File: config.mk
export PLATFORM = sky130hd
export DESIGN_NAME = dac_ctrl_regs
export DESIGN_NICKNAME = d
export VERILOG_FILES = /design/src/design/dac_pkg.sv /design/src/design/dac_seq_if.sv /design/src/design/dac_seq.sv /design/src/design/dac_ctrl_regs.sv
export SDC_FILE = /design/constraint.sdc
export NUM_CORES = 1
export LEC_CHECK = 0
export BUFFER_PORTS_ARGS = -buffer_cell sky130_fd_sc_hd__clkbuf_2
export CAP_MARGIN = 0
export CORE_MARGIN = 4
export CORE_UTILIZATION = 30
export DETAILED_ROUTE_END_ITERATION = 7
export PLACE_DENSITY = 0.46
export SLEW_MARGIN = 25
export SYNTH_ARGS = -nofsm -noshare
export SYNTH_HDL_FRONTEND = slang
export SYNTH_HIERARCHICAL = 1
export SYNTH_SLANG_ARGS = --single-unit
File: constraint.sdc
create_clock -name CLK -period 4 [get_ports CLK]
set_input_delay 0.8 -clock CLK [delete_from_list [all_inputs] [get_ports CLK]]
set_output_delay 0.8 -clock CLK [all_outputs]
set_load 0.01 [all_outputs]
File: src/design/dac_pkg.sv
// dac_pkg: register map, field layout, reset values and widths for the
// two-channel converter controller.
// assumes a plain byte-addressed register port with 32-bit data.
package dac_pkg;

  // register byte addresses
  localparam logic [31:0] DAC_MODE_ADDR   = 32'h4003c004;
  localparam logic [31:0] DAC_CHEN_ADDR   = 32'h4003c010;
  localparam logic [31:0] DAC_CHDIS_ADDR  = 32'h4003c014;
  localparam logic [31:0] DAC_CHSTAT_ADDR = 32'h4003c018;
  localparam logic [31:0] DAC_DATA_ADDR   = 32'h4003c020;
  localparam logic [31:0] DAC_IEN_ADDR    = 32'h4003c024;
  localparam logic [31:0] DAC_IDIS_ADDR   = 32'h4003c028;
  localparam logic [31:0] DAC_IMASK_ADDR  = 32'h4003c02c;
  localparam logic [31:0] DAC_ISTAT_ADDR  = 32'h4003c030;
  localparam logic [31:0] DAC_ACUR_ADDR   = 32'h4003c094;
  localparam logic [31:0] DAC_WPMODE_ADDR = 32'h4003c0e4;
  localparam logic [31:0] DAC_WPSTAT_ADDR = 32'h4003c0e8;
  localparam logic [31:0] DAC_TCNT_ADDR   = 32'h4003c108;
  localparam logic [31:0] DAC_TNCNT_ADDR  = 32'h4003c118;

  // field positions
  localparam int DAC_MODE_WORD_BIT = 4;
  localparam int DAC_MODE_SEL_LSB  = 16;
  localparam int DAC_IRQ_TRANSMIT_READY_FLAG     = 0;
  localparam int DAC_IRQ_EOC       = 1;
  localparam int DAC_IRQ_TRANSFER_END_FLAG     = 2;
  localparam int DAC_IRQ_BUFFER_EMPTY_FLAG    = 3;
  localparam int DAC_ACUR_CORE_LSB = 8;
  localparam int DAC_WP_KEY_LSB    = 8;
  localparam int DAC_WP_ADDR_LSB   = 8;

  // widths
  localparam int DAC_NIRQ    = 4;
  localparam int DAC_CNT_W   = 16;
  localparam int DAC_SMP_W   = 16;

  // key and reset values
  localparam logic [23:0]          DAC_WP_KEY     = 24'h444143;
  localparam logic [DAC_NIRQ-1:0]  DAC_IMASK_RST  = 4'h0;
  localparam logic [1:0]           DAC_CHEN_RST   = 2'h0;
  localparam logic [3:0]           DAC_OUTCUR_RST = 4'h0;
  localparam logic [1:0]           DAC_BIAS_RST   = 2'h0;
  localparam logic [DAC_CNT_W-1:0] DAC_CNT_RST    = 16'h0000;

endpackage

File: src/design/dac_seq_if.sv
// dac_seq_if: carries sample words from the register block to the
// sample sequencer, and the sequencer's samples toward the core.
// assumes one clock shared by both ends.
`timescale 1ns/1ns
interface dac_seq_if;
  import dac_pkg::*;
  logic                 push;
  logic [31:0]          wdata;
  logic                 word;
  logic                 chan;
  logic                 core_ready;
  logic                 ready;
  logic                 smp_valid;
  logic [DAC_SMP_W-1:0] smp_data;
  logic                 smp_chan;

  modport regs (output push, wdata, word, chan, core_ready,
                input  ready, smp_valid, smp_data, smp_chan);
  modport seq  (input  push, wdata, word, chan, core_ready,
                output ready, smp_valid, smp_data, smp_chan);
endinterface

File: src/design/dac_seq.sv
// dac_seq: holds one written data word and hands its samples to the
// converter core one at a time, low half first.
// assumes the core takes a sample in any cycle it shows ready.
`timescale 1ns/1ns
module dac_seq
  import dac_pkg::*;
(
  // clock and reset
  input  wire logic clk,
  input  wire logic srst,
  // link to the register block
  dac_seq_if.seq    sif
);

  logic [DAC_SMP_W-1:0] hi_q;
  logic [DAC_SMP_W-1:0] cur_q;
  logic [1:0]           left_q;
  logic                 chan_q;
  logic                 vld_q;
  logic [DAC_SMP_W-1:0] dat_q;
  logic                 emit;

  // a sample leaves whenever something is held and the core can take it
  assign emit      = (left_q != 2'h0) && sif.core_ready;
  assign sif.ready = (left_q == 2'h0);
  assign sif.smp_valid = vld_q;
  assign sif.smp_data  = dat_q;
  assign sif.smp_chan  = chan_q;

  // holding store; a push while busy is never made by the register block
  always_ff @(posedge clk) begin
    if (srst) begin
      left_q <= 2'h0;
      hi_q   <= '0;
      cur_q  <= '0;
      chan_q <= 1'b0;
      vld_q  <= 1'b0;
      dat_q  <= '0;
    end else begin
      vld_q <= emit;
      if (sif.push) begin
        left_q <= sif.word ? 2'h2 : 2'h1;
        cur_q  <= sif.wdata[15:0];
        hi_q   <= sif.wdata[31:16];
        chan_q <= sif.chan;
      end else if (emit) begin
        // the sample leaves with its valid pulse; the upper half moves up
        left_q <= left_q - 2'h1;
        dat_q  <= cur_q;
        cur_q  <= hi_q;
      end
    end
  end

endmodule // dac_seq

File: src/design/dac_ctrl_regs.sv
// dac_ctrl_regs: register block of a two-channel converter controller:
// channel state, data word, interrupt mask and flags, analog current
// control, key-guarded write protection and violation capture.
// assumes the register master never strobes read and write together,
// and that the core and transfer-counter logic share this clock.
//
// Behaviour
// - channel status bits 0 and 1 read one for each enabled channel
// - half-word mode uses data bits 15:0, word mode uses all 32 bits
// - a word-mode data write delivers two samples, one per half-word
// - interrupt enable register sets bits: ready 0, eoc 1, transfer_end_flag 2, bufe 3
// - interrupt disable register clears the same four bits, same positions
// - interrupt mask register reads which of the four sources are enabled
// - transmit ready flag reads one while a new data word can be taken
// - end-of-conversion flag sets on a conversion, clears on status read
// - transfer end flag sets when counter hits zero, cleared by counter writes
// - buffer empty flag follows the same set and clear as transfer end
// - analog current register holds per-channel output current fields
// - analog current register holds the core bias current field
// - analog current writes are ignored while protection is enabled
// - protect enable changes only when the key field matches 0x444143
// - protection blocks mode, channel enable, disable and analog current writes
// - a blocked write captures the low byte of its register address in the status field
// - a blocked write sets the violation flag, bit 0 of protect status
`timescale 1ns/1ns
module dac_ctrl_regs
  import dac_pkg::*;
(
  // clock and reset
  input  wire logic                 CLK,
  input  wire logic                 SRST,
  // register port
  input  wire logic [31:0]          ADDR,
  input  wire logic [31:0]          WDATA,
  input  wire logic                 WR,
  input  wire logic                 RD,
  output logic      [31:0]          RDATA,
  // converter core
  input  wire logic                 CORE_READY,
  input  wire logic                 CONV_DONE,
  output logic                      SAMPLE_VALID,
  output logic      [DAC_SMP_W-1:0] SAMPLE_DATA,
  output logic                      SAMPLE_CHAN,
  output logic      [1:0]           CHAN_ENABLE,
  output logic      [3:0]           OUTPUT_CURRENT,
  output logic      [1:0]           CORE_BIAS,
  // interrupt request
  output logic                      IRQ
);

  // address match, shared by the write and read decoders
  function automatic logic hit(input logic [31:0] a, input logic [31:0] off);
    hit = (a == off);
  endfunction

  // -------- state
  logic                 word_q;
  logic [1:0]           user_sel_q;
  logic [1:0]           chen_q;
  logic [DAC_NIRQ-1:0]  imask_q;
  logic                 eoc_q;
  logic                 transfer_end_flag_q;
  logic                 bufe_q;
  logic [1:0]           out_cur0_q;
  logic [1:0]           out_cur1_q;
  logic [1:0]           core_bias_q;
  logic                 protect_enable_q;
  logic                 violation_flag_q;
  logic [7:0]           violation_address_q;
  logic [DAC_CNT_W-1:0] tcnt_q;
  logic [DAC_CNT_W-1:0] tncnt_q;
  logic [31:0]          rdata_q;
  logic                 irq_q;

  // -------- sequencer link
  // the sequencer holds at most one data word; its ready output is the
  // transmit ready flag, so a second word waits for software or the
  // transfer engine to see the flag come back
  dac_seq_if sif ();

  dac_seq u_seq (
    .clk  (CLK),
    .srst (SRST),
    .sif  (sif.seq)
  );

  // -------- write decode
  logic wr_mode;
  logic wr_chen;
  logic wr_chdis;
  logic wr_data;
  logic wr_ien;
  logic wr_idis;
  logic wr_acur;
  logic wr_wpmode;
  logic wr_tcnt;
  logic wr_tncnt;
  logic wr_guarded;
  logic wr_blocked;
  logic wr_allowed;
  logic key_ok;

  assign wr_mode   = WR && hit(ADDR, DAC_MODE_ADDR);
  assign wr_chen   = WR && hit(ADDR, DAC_CHEN_ADDR);
  assign wr_chdis  = WR && hit(ADDR, DAC_CHDIS_ADDR);
  assign wr_data   = WR && hit(ADDR, DAC_DATA_ADDR);
  assign wr_ien    = WR && hit(ADDR, DAC_IEN_ADDR);
  assign wr_idis   = WR && hit(ADDR, DAC_IDIS_ADDR);
  assign wr_acur   = WR && hit(ADDR, DAC_ACUR_ADDR);
  assign wr_wpmode = WR && hit(ADDR, DAC_WPMODE_ADDR);
  assign wr_tcnt   = WR && hit(ADDR, DAC_TCNT_ADDR);
  assign wr_tncnt  = WR && hit(ADDR, DAC_TNCNT_ADDR);

  // the four guarded registers share one protection gate
  assign wr_guarded = wr_mode || wr_chen || wr_chdis || wr_acur;
  assign wr_blocked = wr_guarded && protect_enable_q;
  assign wr_allowed = !protect_enable_q;
  assign key_ok     = (WDATA[31:DAC_WP_KEY_LSB] == DAC_WP_KEY);

  // -------- read decode
  logic rd_istat;
  logic rd_wpstat;

  assign rd_istat  = RD && hit(ADDR, DAC_ISTAT_ADDR);
  assign rd_wpstat = RD && hit(ADDR, DAC_WPSTAT_ADDR);

  // -------- sample hand-off
  // a data word offered while the sequencer is busy is dropped; the
  // ready flag tells software (or the transfer engine) when to write
  logic data_take;

  assign data_take      = wr_data && sif.ready;
  assign sif.push       = data_take;
  assign sif.wdata      = word_q ? WDATA : {16'h0000, WDATA[15:0]};
  assign sif.word       = word_q;
  assign sif.chan       = user_sel_q[0];
  assign sif.core_ready = CORE_READY;

  // -------- transfer counter
  // each accepted data word counts down the current counter; on reaching
  // zero the next counter, if loaded, moves up in its place
  // a zero counter is idle: data words then pass without counting
  logic                 cnt_step;
  logic                 cnt_hits_zero;
  logic [DAC_CNT_W-1:0] tcnt_dec;

  assign cnt_step      = data_take && (tcnt_q != DAC_CNT_RST);
  assign tcnt_dec      = tcnt_q - 16'h0001;
  assign cnt_hits_zero = cnt_step && (tcnt_dec == DAC_CNT_RST);

  always_ff @(posedge CLK) begin
    if (SRST) begin
      tcnt_q  <= DAC_CNT_RST;
      tncnt_q <= DAC_CNT_RST;
    end else if (wr_tcnt || wr_tncnt) begin
      if (wr_tcnt) begin
        tcnt_q <= WDATA[DAC_CNT_W-1:0];
      end
      if (wr_tncnt) begin
        tncnt_q <= WDATA[DAC_CNT_W-1:0];
      end
    end else if (cnt_hits_zero) begin
      tcnt_q  <= tncnt_q;
      tncnt_q <= DAC_CNT_RST;
    end else if (cnt_step) begin
      tcnt_q <= tcnt_dec;
    end
  end

  // -------- mode and channel state
  // neither the mode nor the channel state moves while protection is on
  always_ff @(posedge CLK) begin
    if (SRST) begin
      word_q     <= 1'b0;
      user_sel_q <= 2'h0;
      chen_q     <= DAC_CHEN_RST;
    end else begin
      if (wr_mode && wr_allowed) begin
        word_q     <= WDATA[DAC_MODE_WORD_BIT];
        user_sel_q <= WDATA[DAC_MODE_SEL_LSB +: 2];
      end
      if (wr_chen && wr_allowed) begin
        chen_q <= chen_q | WDATA[1:0];
      end else if (wr_chdis && wr_allowed) begin
        chen_q <= chen_q & ~WDATA[1:0];
      end
    end
  end

  // -------- analog current control
  always_ff @(posedge CLK) begin
    if (SRST) begin
      out_cur0_q  <= DAC_OUTCUR_RST[1:0];
      out_cur1_q  <= DAC_OUTCUR_RST[3:2];
      core_bias_q <= DAC_BIAS_RST;
    end else if (wr_acur && wr_allowed) begin
      out_cur0_q  <= WDATA[1:0];
      out_cur1_q  <= WDATA[3:2];
      core_bias_q <= WDATA[DAC_ACUR_CORE_LSB +: 2];
    end
  end

  // -------- interrupt mask, one bit per source
  // enable and disable never arrive together, so the order here is moot
  genvar gi;
  generate
    for (gi = 0; gi < DAC_NIRQ; gi++) begin : g_mask
      always_ff @(posedge CLK) begin
        if (SRST) begin
          imask_q[gi] <= DAC_IMASK_RST[gi];
        end else if (wr_ien && WDATA[gi]) begin
          imask_q[gi] <= 1'b1;
        end else if (wr_idis && WDATA[gi]) begin
          imask_q[gi] <= 1'b0;
        end
      end
    end
  endgenerate

  // -------- status flags
  // a new event in the cycle of its clear wins, so no event is lost
  always_ff @(posedge CLK) begin
    if (SRST) begin
      eoc_q   <= 1'b0;
      transfer_end_flag_q <= 1'b0;
      bufe_q  <= 1'b0;
    end else begin
      if (CONV_DONE) begin
        eoc_q <= 1'b1;
      end else if (rd_istat) begin
        eoc_q <= 1'b0;
      end
      if (cnt_hits_zero) begin
        transfer_end_flag_q <= 1'b1;
        bufe_q  <= 1'b1;
      end else if (wr_tcnt || wr_tncnt) begin
        transfer_end_flag_q <= 1'b0;
        bufe_q  <= 1'b0;
      end
    end
  end

  // -------- write protection
  // a blocked write in the same cycle as a status read is kept, since the
  // read returned the older state and software has not yet seen this one
  always_ff @(posedge CLK) begin
    if (SRST) begin
      protect_enable_q    <= 1'b0;
      violation_flag_q    <= 1'b0;
      violation_address_q <= 8'h00;
    end else begin
      if (wr_wpmode && key_ok) begin
        protect_enable_q <= WDATA[0];
      end
      if (wr_blocked) begin
        violation_flag_q    <= 1'b1;
        violation_address_q <= ADDR[7:0];
      end else if (rd_wpstat) begin
        violation_flag_q    <= 1'b0;
        violation_address_q <= 8'h00;
      end
    end
  end

  // -------- read data
  // status words assembled from live state; unmapped and write-only
  // addresses read as zero
  logic [DAC_NIRQ-1:0] istat;
  logic [31:0]         mode_word;
  logic [31:0]         chstat_word;
  logic [31:0]         imask_word;
  logic [31:0]         istat_word;
  logic [31:0]         acur_word;
  logic [31:0]         wpmode_word;
  logic [31:0]         wpstat_word;
  logic [31:0]         rd_mux;

  assign istat[DAC_IRQ_TRANSMIT_READY_FLAG]  = sif.ready;
  assign istat[DAC_IRQ_EOC]    = eoc_q;
  assign istat[DAC_IRQ_TRANSFER_END_FLAG]  = transfer_end_flag_q;
  assign istat[DAC_IRQ_BUFFER_EMPTY_FLAG] = bufe_q;

  assign mode_word   = {14'h0000, user_sel_q, 11'h000, word_q, 4'h0};
  assign chstat_word = {30'h00000000, chen_q};
  assign imask_word  = {28'h0000000, imask_q};
  assign istat_word  = {28'h0000000, istat};
  assign acur_word   = {22'h000000, core_bias_q, 4'h0, out_cur1_q, out_cur0_q};
  assign wpmode_word = {31'h00000000, protect_enable_q};
  assign wpstat_word = {16'h0000, violation_address_q, 7'h00, violation_flag_q};

  always_comb begin
    rd_mux = 32'h00000000;
    if (hit(ADDR, DAC_MODE_ADDR)) begin
      rd_mux = mode_word;
    end else if (hit(ADDR, DAC_CHSTAT_ADDR)) begin
      rd_mux = chstat_word;
    end else if (hit(ADDR, DAC_IMASK_ADDR)) begin
      rd_mux = imask_word;
    end else if (hit(ADDR, DAC_ISTAT_ADDR)) begin
      rd_mux = istat_word;
    end else if (hit(ADDR, DAC_ACUR_ADDR)) begin
      rd_mux = acur_word;
    end else if (hit(ADDR, DAC_WPMODE_ADDR)) begin
      rd_mux = wpmode_word;
    end else if (hit(ADDR, DAC_WPSTAT_ADDR)) begin
      rd_mux = wpstat_word;
    end else if (hit(ADDR, DAC_TCNT_ADDR)) begin
      rd_mux = {16'h0000, tcnt_q};
    end else if (hit(ADDR, DAC_TNCNT_ADDR)) begin
      rd_mux = {16'h0000, tncnt_q};
    end
  end

  // read data stands only in the cycle after the strobe
  // and is zero otherwise, so a stale word is never taken for an answer
  always_ff @(posedge CLK) begin
    if (SRST) begin
      rdata_q <= 32'h00000000;
    end else begin
      rdata_q <= RD ? rd_mux : 32'h00000000;
    end
  end

  // -------- interrupt request, registered so the pin never glitches
  // the request lags its flags and mask by one cycle; nothing is latched,
  // so a flag cleared before the next edge leaves no request behind
  always_ff @(posedge CLK) begin
    if (SRST) begin
      irq_q <= 1'b0;
    end else begin
      irq_q <= |(istat & imask_q);
    end
  end

  // -------- outputs
  assign RDATA          = rdata_q;
  assign IRQ            = irq_q;
  assign SAMPLE_VALID   = sif.smp_valid;
  assign SAMPLE_DATA    = sif.smp_data;
  assign SAMPLE_CHAN    = sif.smp_chan;
  assign CHAN_ENABLE    = chen_q;
  assign OUTPUT_CURRENT = {out_cur1_q, out_cur0_q};
  assign CORE_BIAS      = core_bias_q;

endmodule // dac_ctrl_regs

Yosys cells after proc, flatten, opt, wreduce, memory -nomap -nowiden
Index checks and enable logic that the tools add are counted.
{"block": "totals", "ff_bits": 144, "latch_bits": 0, "mem_bits_rw": 0, "rom_bits": 0, "in_bits": 70, "out_inout_bits": 59, "wordCells": 156, "mem_count": 0}
{"block": "op_classes", "addsub": 2, "n_mul": 0, "div_mod_pow": 0, "magnitude_cmp": 0, "n_eq_ne": 17, "shifts": 0, "mux": 40, "bitwise": 6, "reduce_logical": 60}
{"operator": "== test 32 x 31 -> 1 bit, second input constant", "n": 14}
{"operator": "2-to-1 mux 16 bit", "n": 17}
{"operator": "2-to-1 mux 32 bit", "n": 1}
{"operator": "logical AND 1 bit", "n": 30}
{"operator": "== test 24 x 23 -> 1 bit, second input constant", "n": 1}
{"operator": "nonzero test 2 bit", "n": 10}
{"operator": "2-to-1 mux 18 bit", "n": 1}
{"operator": "zero test 16 bit", "n": 1}
{"operator": "2-to-1 mux 8 bit", "n": 2}
{"operator": "nonzero test 16 bit", "n": 1}
{"operator": "subtractor 16 x 1 -> 16 bit, second input constant", "n": 1}
{"operator": "2-to-1 mux 1 bit", "n": 14}
{"operator": "2-to-1 mux 2 bit", "n": 5}
{"operator": "OR reduction 10 bit", "n": 1}
{"operator": "OR reduction 9 bit", "n": 1}
{"operator": "OR reduction 4 bit", "n": 2}
{"operator": "OR reduction 8 bit", "n": 1}
{"operator": "AND reduction 2 bit", "n": 3}
{"operator": "OR reduction 6 bit", "n": 1}
{"operator": "AND 4 bit", "n": 1}
{"operator": "logical OR 1 bit", "n": 4}
{"operator": "!= test 2 bit, second input constant", "n": 2}
{"operator": "nonzero test 3 bit", "n": 1}
{"operator": "OR reduction 3 bit", "n": 1}
{"operator": "other kinds (8)", "n": 9}

Depth between registers and ports, before layout
{"block": "depth", "depth_word": 10, "depth_mapped": 12, "ltp_nobuf": 9}

By module
Netlist, hierarchy kept.
{"module": "dac_ctrl_regs", "instances": 1, "cells_each": 581, "area_each_um2": 4481.8, "seq_area_each_um2": 1561.5}
{"module": "dac_seq", "instances": 1, "cells_each": 235, "area_each_um2": 2070.7, "seq_area_each_um2": 1041.0}

Least setup slack after synthesis
No wires, ideal clock.
{"block": "synth_path", "path_kind": "input to register", "startpoint": "input ADDR[8]", "endpoint": "register tcnt_q[0]", "setup_time_ns": 0.115, "arrival_ns": 2.904, "required_time_ns": 3.885, "slack_ns": 0.981, "stages": 6, "n_path_buf": 0, "path_cell_list": "or4_1 nor3_1 and4bb_1 nand4_4 or4_1 and3_1"}
{"block": "synth_between", "elab_chain_cells": 7, "elab_cells_between_ends": 15, "classes_between": "4 x eq/ne; 2 x mux; 9 x reduce/logical"}
{"element": "start, declared", "line": "dac_ctrl_regs.sv:33", "rtl": "input wire logic [31:0] ADDR,"}
{"element": "== test 32 x 31 -> 1 bit", "line": "dac_ctrl_regs.sv:53", "rtl": "hit = (a == off);"}
{"element": "logical AND 1 bit", "line": "dac_ctrl_regs.sv:106", "rtl": "assign wr_data = WR && hit(ADDR, DAC_DATA_ADDR);"}
{"element": "logical AND 1 bit", "line": "dac_ctrl_regs.sv:132", "rtl": "assign data_take = wr_data && sif.ready;"}
{"element": "logical AND 1 bit", "line": "dac_ctrl_regs.sv:147", "rtl": "assign cnt_step = data_take && (tcnt_q != DAC_CNT_RST);"}
{"element": "logical AND 1 bit", "line": "dac_ctrl_regs.sv:149", "rtl": "assign cnt_hits_zero = cnt_step && (tcnt_dec == DAC_CNT_RST);"}
{"element": "nonzero test 3 bit (no source line) / 2-to-1 mux 16 bit (equally long branches)"}
{"element": "AND reduction 2 bit (no source line) / 2-to-1 mux 16 bit (equally long branches)"}
{"element": "end signal, assigned", "line": "dac_ctrl_regs.sv:157", "rtl": "tcnt_q <= WDATA[DAC_CNT_W-1:0];"}
{"element": "end signal, assigned", "line": "dac_ctrl_regs.sv:163", "rtl": "tcnt_q <= tncnt_q;"}
{"element": "end signal, assigned", "line": "dac_ctrl_regs.sv:166", "rtl": "tcnt_q <= tcnt_dec;"}
{"element": "end, declared", "line": "dac_ctrl_regs.sv:70", "rtl": "logic [DAC_CNT_W-1:0] tcnt_q;"}
Several ways; a longest one is shown, not always the timed one.
A chain may end at the register's enable or synchronous reset.

Final worst setup path
{"block": "layout_path", "startpoint": "register tcnt_q[1]", "endpoint": "register tcnt_q[0]"}
{"block": "layout_between", "elab_chain_cells": 5, "elab_cells_between_ends": 9, "classes_between": "1 x add/sub; 2 x mux; 6 x reduce/logical"}
{"element": "subtractor 16 x 1 -> 16 bit / nonzero test 16 bit (equally long branches)", "line": "dac_ctrl_regs.sv:148, dac_ctrl_regs.sv:147"}
{"element": "zero test 16 bit / logical AND 1 bit (equally long branches)", "line": "dac_ctrl_regs.sv:149, dac_ctrl_regs.sv:147"}
{"element": "logical AND 1 bit", "line": "dac_ctrl_regs.sv:149"}
{"element": "nonzero test 3 bit (no source line) / 2-to-1 mux 16 bit (equally long branches)"}
{"element": "AND reduction 2 bit (no source line) / 2-to-1 mux 16 bit (equally long branches)"}
Several ways; a longest one is shown, not always the timed one.

==> impl_results.md <==
* Status: complete, no violations
* # setup viols final at 0
* Register bit total from synthesis at 130
* Largest net degree at the start of global routing at between 40 and 50
* RSZ-0062 raised after global routing: false
* Grt ovf at 0
* Post-Synth Adder-Cell Area at 0.00573
* Setup Skew at about 0.0090 ns
* Die Wd at around 160 um
* Layout area overhead at 21.2%
* Initial antenna violation count at 0
* Commonest non-fill, non-tap cell in the layout: dfxtp_1
* Wire length of the first global-routing pass at between 30,000 and 40,000 um
* R2R setup slack at about 0.80 ns
* Placed Area at about 7400 um2
* Yosys cell types at 65
* CP required at ~4.3 ns
* CTS Hold Bufs at 0
* DR vias/cell at between 5 and 6
* Worst-margin pin slew at about 0.96 ns
* Syn_area_per_cell at between 8 and 9 um2
* RePlAce Congestion at between 0.8 and 0.9
* Most frequent cells in the layout: dfxtp_1 (130), clkbuf_2 (113), nor2_1 (95), a21oi_1 (91), nand2_1 (81)
* Layout Nets at about 1,000
* Max Buffers Root-to-Sink at 2
* Hold violation count in the final report at 0
* Rows at 53
* IO buf count at approximately 110
* Worst setup EP type: flip-flop
* Clock slew at reported path FFs at 0.06 ns
* Filler cells at 2,273
* First-pass DRT Iterations at 5
* Total power at around 3.1 mW
* Ys flop type: dfxtp_1
* Fmax at approximately 0.31 GHz
* Worst Setup Path Type: flip-flop to flip-flop
* Pins Over Slew Limit at 0
* Leakage at between 3 and 4 nW
* CTS tree: done
* Final Util at 0.374
* Startpoint Class: flip-flop
* Register area share after synthesis at 0.397
* XOR/XNOR Fraction of Synth Area at 0.0134
* Power Dens Cells at between 300 and 400 nW/um2
* 1st-iter DRT viols at approximately 430
* Clk_lat worst skew at roughly 0.42 ns
* Clock Tree Root: clkbuf_16
* HPWL after DPL at approximately 17,000 um
* Ys async rst share at 0
* Yosys warns at 6
* CTS sink cnt at 130
* Worst-path maximum fanout at 14
* Slew margin rel. at 0.360
* CTS H-tree depth at 4
* Die Area at about 24,000 um2
* I/O pins at 129
* Crit path arrival time at approximately 3.5 ns
* Final Cell Area at roughly 7900 um2
* Number of max-cap violations at 0
* Hold Crit Class: flip-flop to flip-flop
* Avg WL per Cell at about 19 um
* Post-Syn Area at 6550 um2
* Final WL at roughly 22,000 um
* Layout Cells excl Fill at about 1,200
* Period utilization at 0.800
* Starting Density at 0.309
* Share of cells above drive strength 1 at 0.218
* Fin crit period at between 3 and 4 ns
* Post-synth EDFFs at 0
* Post-cts gate resize count at 0
* Ant. Diodes at 0
* Post-synthesis simple-gate area fraction at 0.297
* Synth Area in Compound Gates at 0.185
* Post-synthesis mux area share at 0.0321
* Largest family of logic cells by synthesized area: simple AND/OR/NAND/NOR gates
* Post-route DRC at 0
* CTS Buf Count at 17
* Die Y-Extent at about 160 um
* Worst VDD drop at 0.000261 V
* Syn Inst Count at between 800 and 900
* Core ar. at roughly 21,000 um2
* Accumulated negative setup slack at 0 ns
* Tot GR Track Use at 0.184
* Post-CTS setup buffer count at 0
* Post-route ant nets at 0
* Vias in the first global route at between 5,000 and 6,000
* Vias at 6,272
* Placed Cells at approximately 1,200
## per-stage QoR
step / hold WS [ns] / setup WS, ns
CTS: 0.455 / 0.793
finish: 0.455 / 0.799
detailed placement: 0.445 / 0.673
global placement: 0.443 / 0.727
floorplan: 0.429 / 0.981
global route: 0.466 / 0.620
## path summary, 6_finish.rpt
path	start	endpoint	cells after the start
max	tcnt_q[1]	tcnt_q[0]	11
min	violation_address_q[6]	violation_address_q[6]	1
max reg2reg	tcnt_q[1]	tcnt_q[0]	11
min reg2reg	violation_address_q[6]	violation_address_q[6]	1
## critical path, cell delays in order, from the launching register on
cell and delay [ns]:
dfxtp_1 0.38, inv_1 0.11, ha_1 0.24, or4b_1 0.59
or4_1 0.57, nor4b_1 0.18, buf_4 0.15, nand4_1 0.12
nand4b_1 0.21, buf_4 0.28, o211ai_1 0.10, and3_1 0.16
## logic make-up (layout without fill, tap and decap cells)
logic type      count (synthesis)  count (layout)
fa+ha+maj                       3               3
mux                            21              21
simple gates                  375             375
compound gates                187             187
xor+xnor                       10              10
flops                         130             130
buf+inv                        89             194
other cells                     1              14
## layout make-up
class / count / area [um2] / area share
Inverter: 21 / 78.8 / 0.00993
Sequential cell: 130 / 2600 / 0.328
Clock buffer: 19 / 443 / 0.0558
Multi-Input combinational cell: 610 / 3550 / 0.448
Timing Repair Buffer: 142 / 783 / 0.0987
Clock inverter: 12 / 133 / 0.0167
Tap cell: 275 / 344 / 0.0433
## flip-flops by register name, indices dropped and copies added, names as in the netlist, named ones only
signal / flops
tcnt_q: 16
protect_enable_q: 1
u_seq/sif.smp_chan: 1
bufe_q: 1
tncnt_q: 16
violation_address_q: 8
u_seq/cur_q: 16
eoc_q: 1
imask_q: 4
violation_flag_q: 1
out_cur0_q: 2
u_seq/sif.smp_data: 16
IRQ: 1
CORE_BIAS: 2
user_sel_q: 2
out_cur1_q: 2
u_seq/left_q: 2
sif.word: 1
u_seq/sif.smp_valid: 1
RDATA: 18
u_seq/hi_q: 16
## cells in the mapped netlist, types with 2 or more instances
| cell type | n | area (um2) |
|---|---|---|
| a211o_1 | 11 | 96.3 |
| a211oi_1 | 21 | 158 |
| a21oi_1 | 91 | 455 |
| a21oi_2 | 10 | 87.6 |
| a222oi_1 | 10 | 100 |
| a22oi_1 | 7 | 52.6 |
| a311oi_1 | 3 | 26.3 |
| a31oi_1 | 2 | 12.5 |
| and2_1 | 28 | 175 |
| and3_1 | 7 | 43.8 |
| buf_2 | 4 | 20.0 |
| buf_4 | 24 | 180 |
| buf_6 | 2 | 22.5 |
| clkbuf_1 | 37 | 139 |
| dfxtp_1 | 130 | 2600 |
| ha_1 | 3 | 37.5 |
| inv_1 | 21 | 78.8 |
| mux2i_1 | 21 | 210 |
| nand2_1 | 81 | 304 |
| nand2_2 | 10 | 62.6 |
| nand2b_1 | 7 | 43.8 |
| nand3_1 | 28 | 140 |
| nand3b_1 | 4 | 30.0 |
| nand4_1 | 11 | 68.8 |
| nand4b_1 | 5 | 43.8 |
| nor2_1 | 96 | 360 |
| nor2b_1 | 21 | 131 |
| nor3_1 | 30 | 150 |
| nor3b_1 | 2 | 15.0 |
| nor4_1 | 9 | 56.3 |
| nor4b_1 | 7 | 61.3 |
| nor4bb_1 | 2 | 20.0 |
| o211ai_1 | 3 | 22.5 |
| o21ai_0 | 14 | 70.1 |
| o21bai_1 | 2 | 15.0 |
| o221ai_1 | 2 | 17.5 |
| o41ai_1 | 2 | 17.5 |
| or3_1 | 6 | 37.5 |
| or3b_1 | 3 | 26.3 |
| or4_1 | 6 | 45.0 |
| xnor2_1 | 2 | 17.5 |
| xor2_1 | 8 | 70.1 |
## metal layers
| metal | part of all wire | global-route usage | vias to the layer above | wire length [um] |
|---|---|---|---|---|
| met1 | 0.48 | 0.266 | 2976 | 10900 |
| li1 | - | - | 3087 | - |
| met3 | 0.050 | 0.0288 | 15 | 1120 |
| met5 | 0 | 0 | - | 0 |
| met4 | 0.0085 | 0.0400 | 0 | 191 |
| met2 | 0.46 | 0.291 | 194 | 10200 |
## power breakdown
part	internal, mW	total, mW	switching, mW
sequential	1.31	1.32	0.00935
clock	0.932	1.54	0.611
combinational	0.0635	0.193	0.130
total	2.31	3.06	0.750
Note: power is estimated with default switching activity, not from simulation.
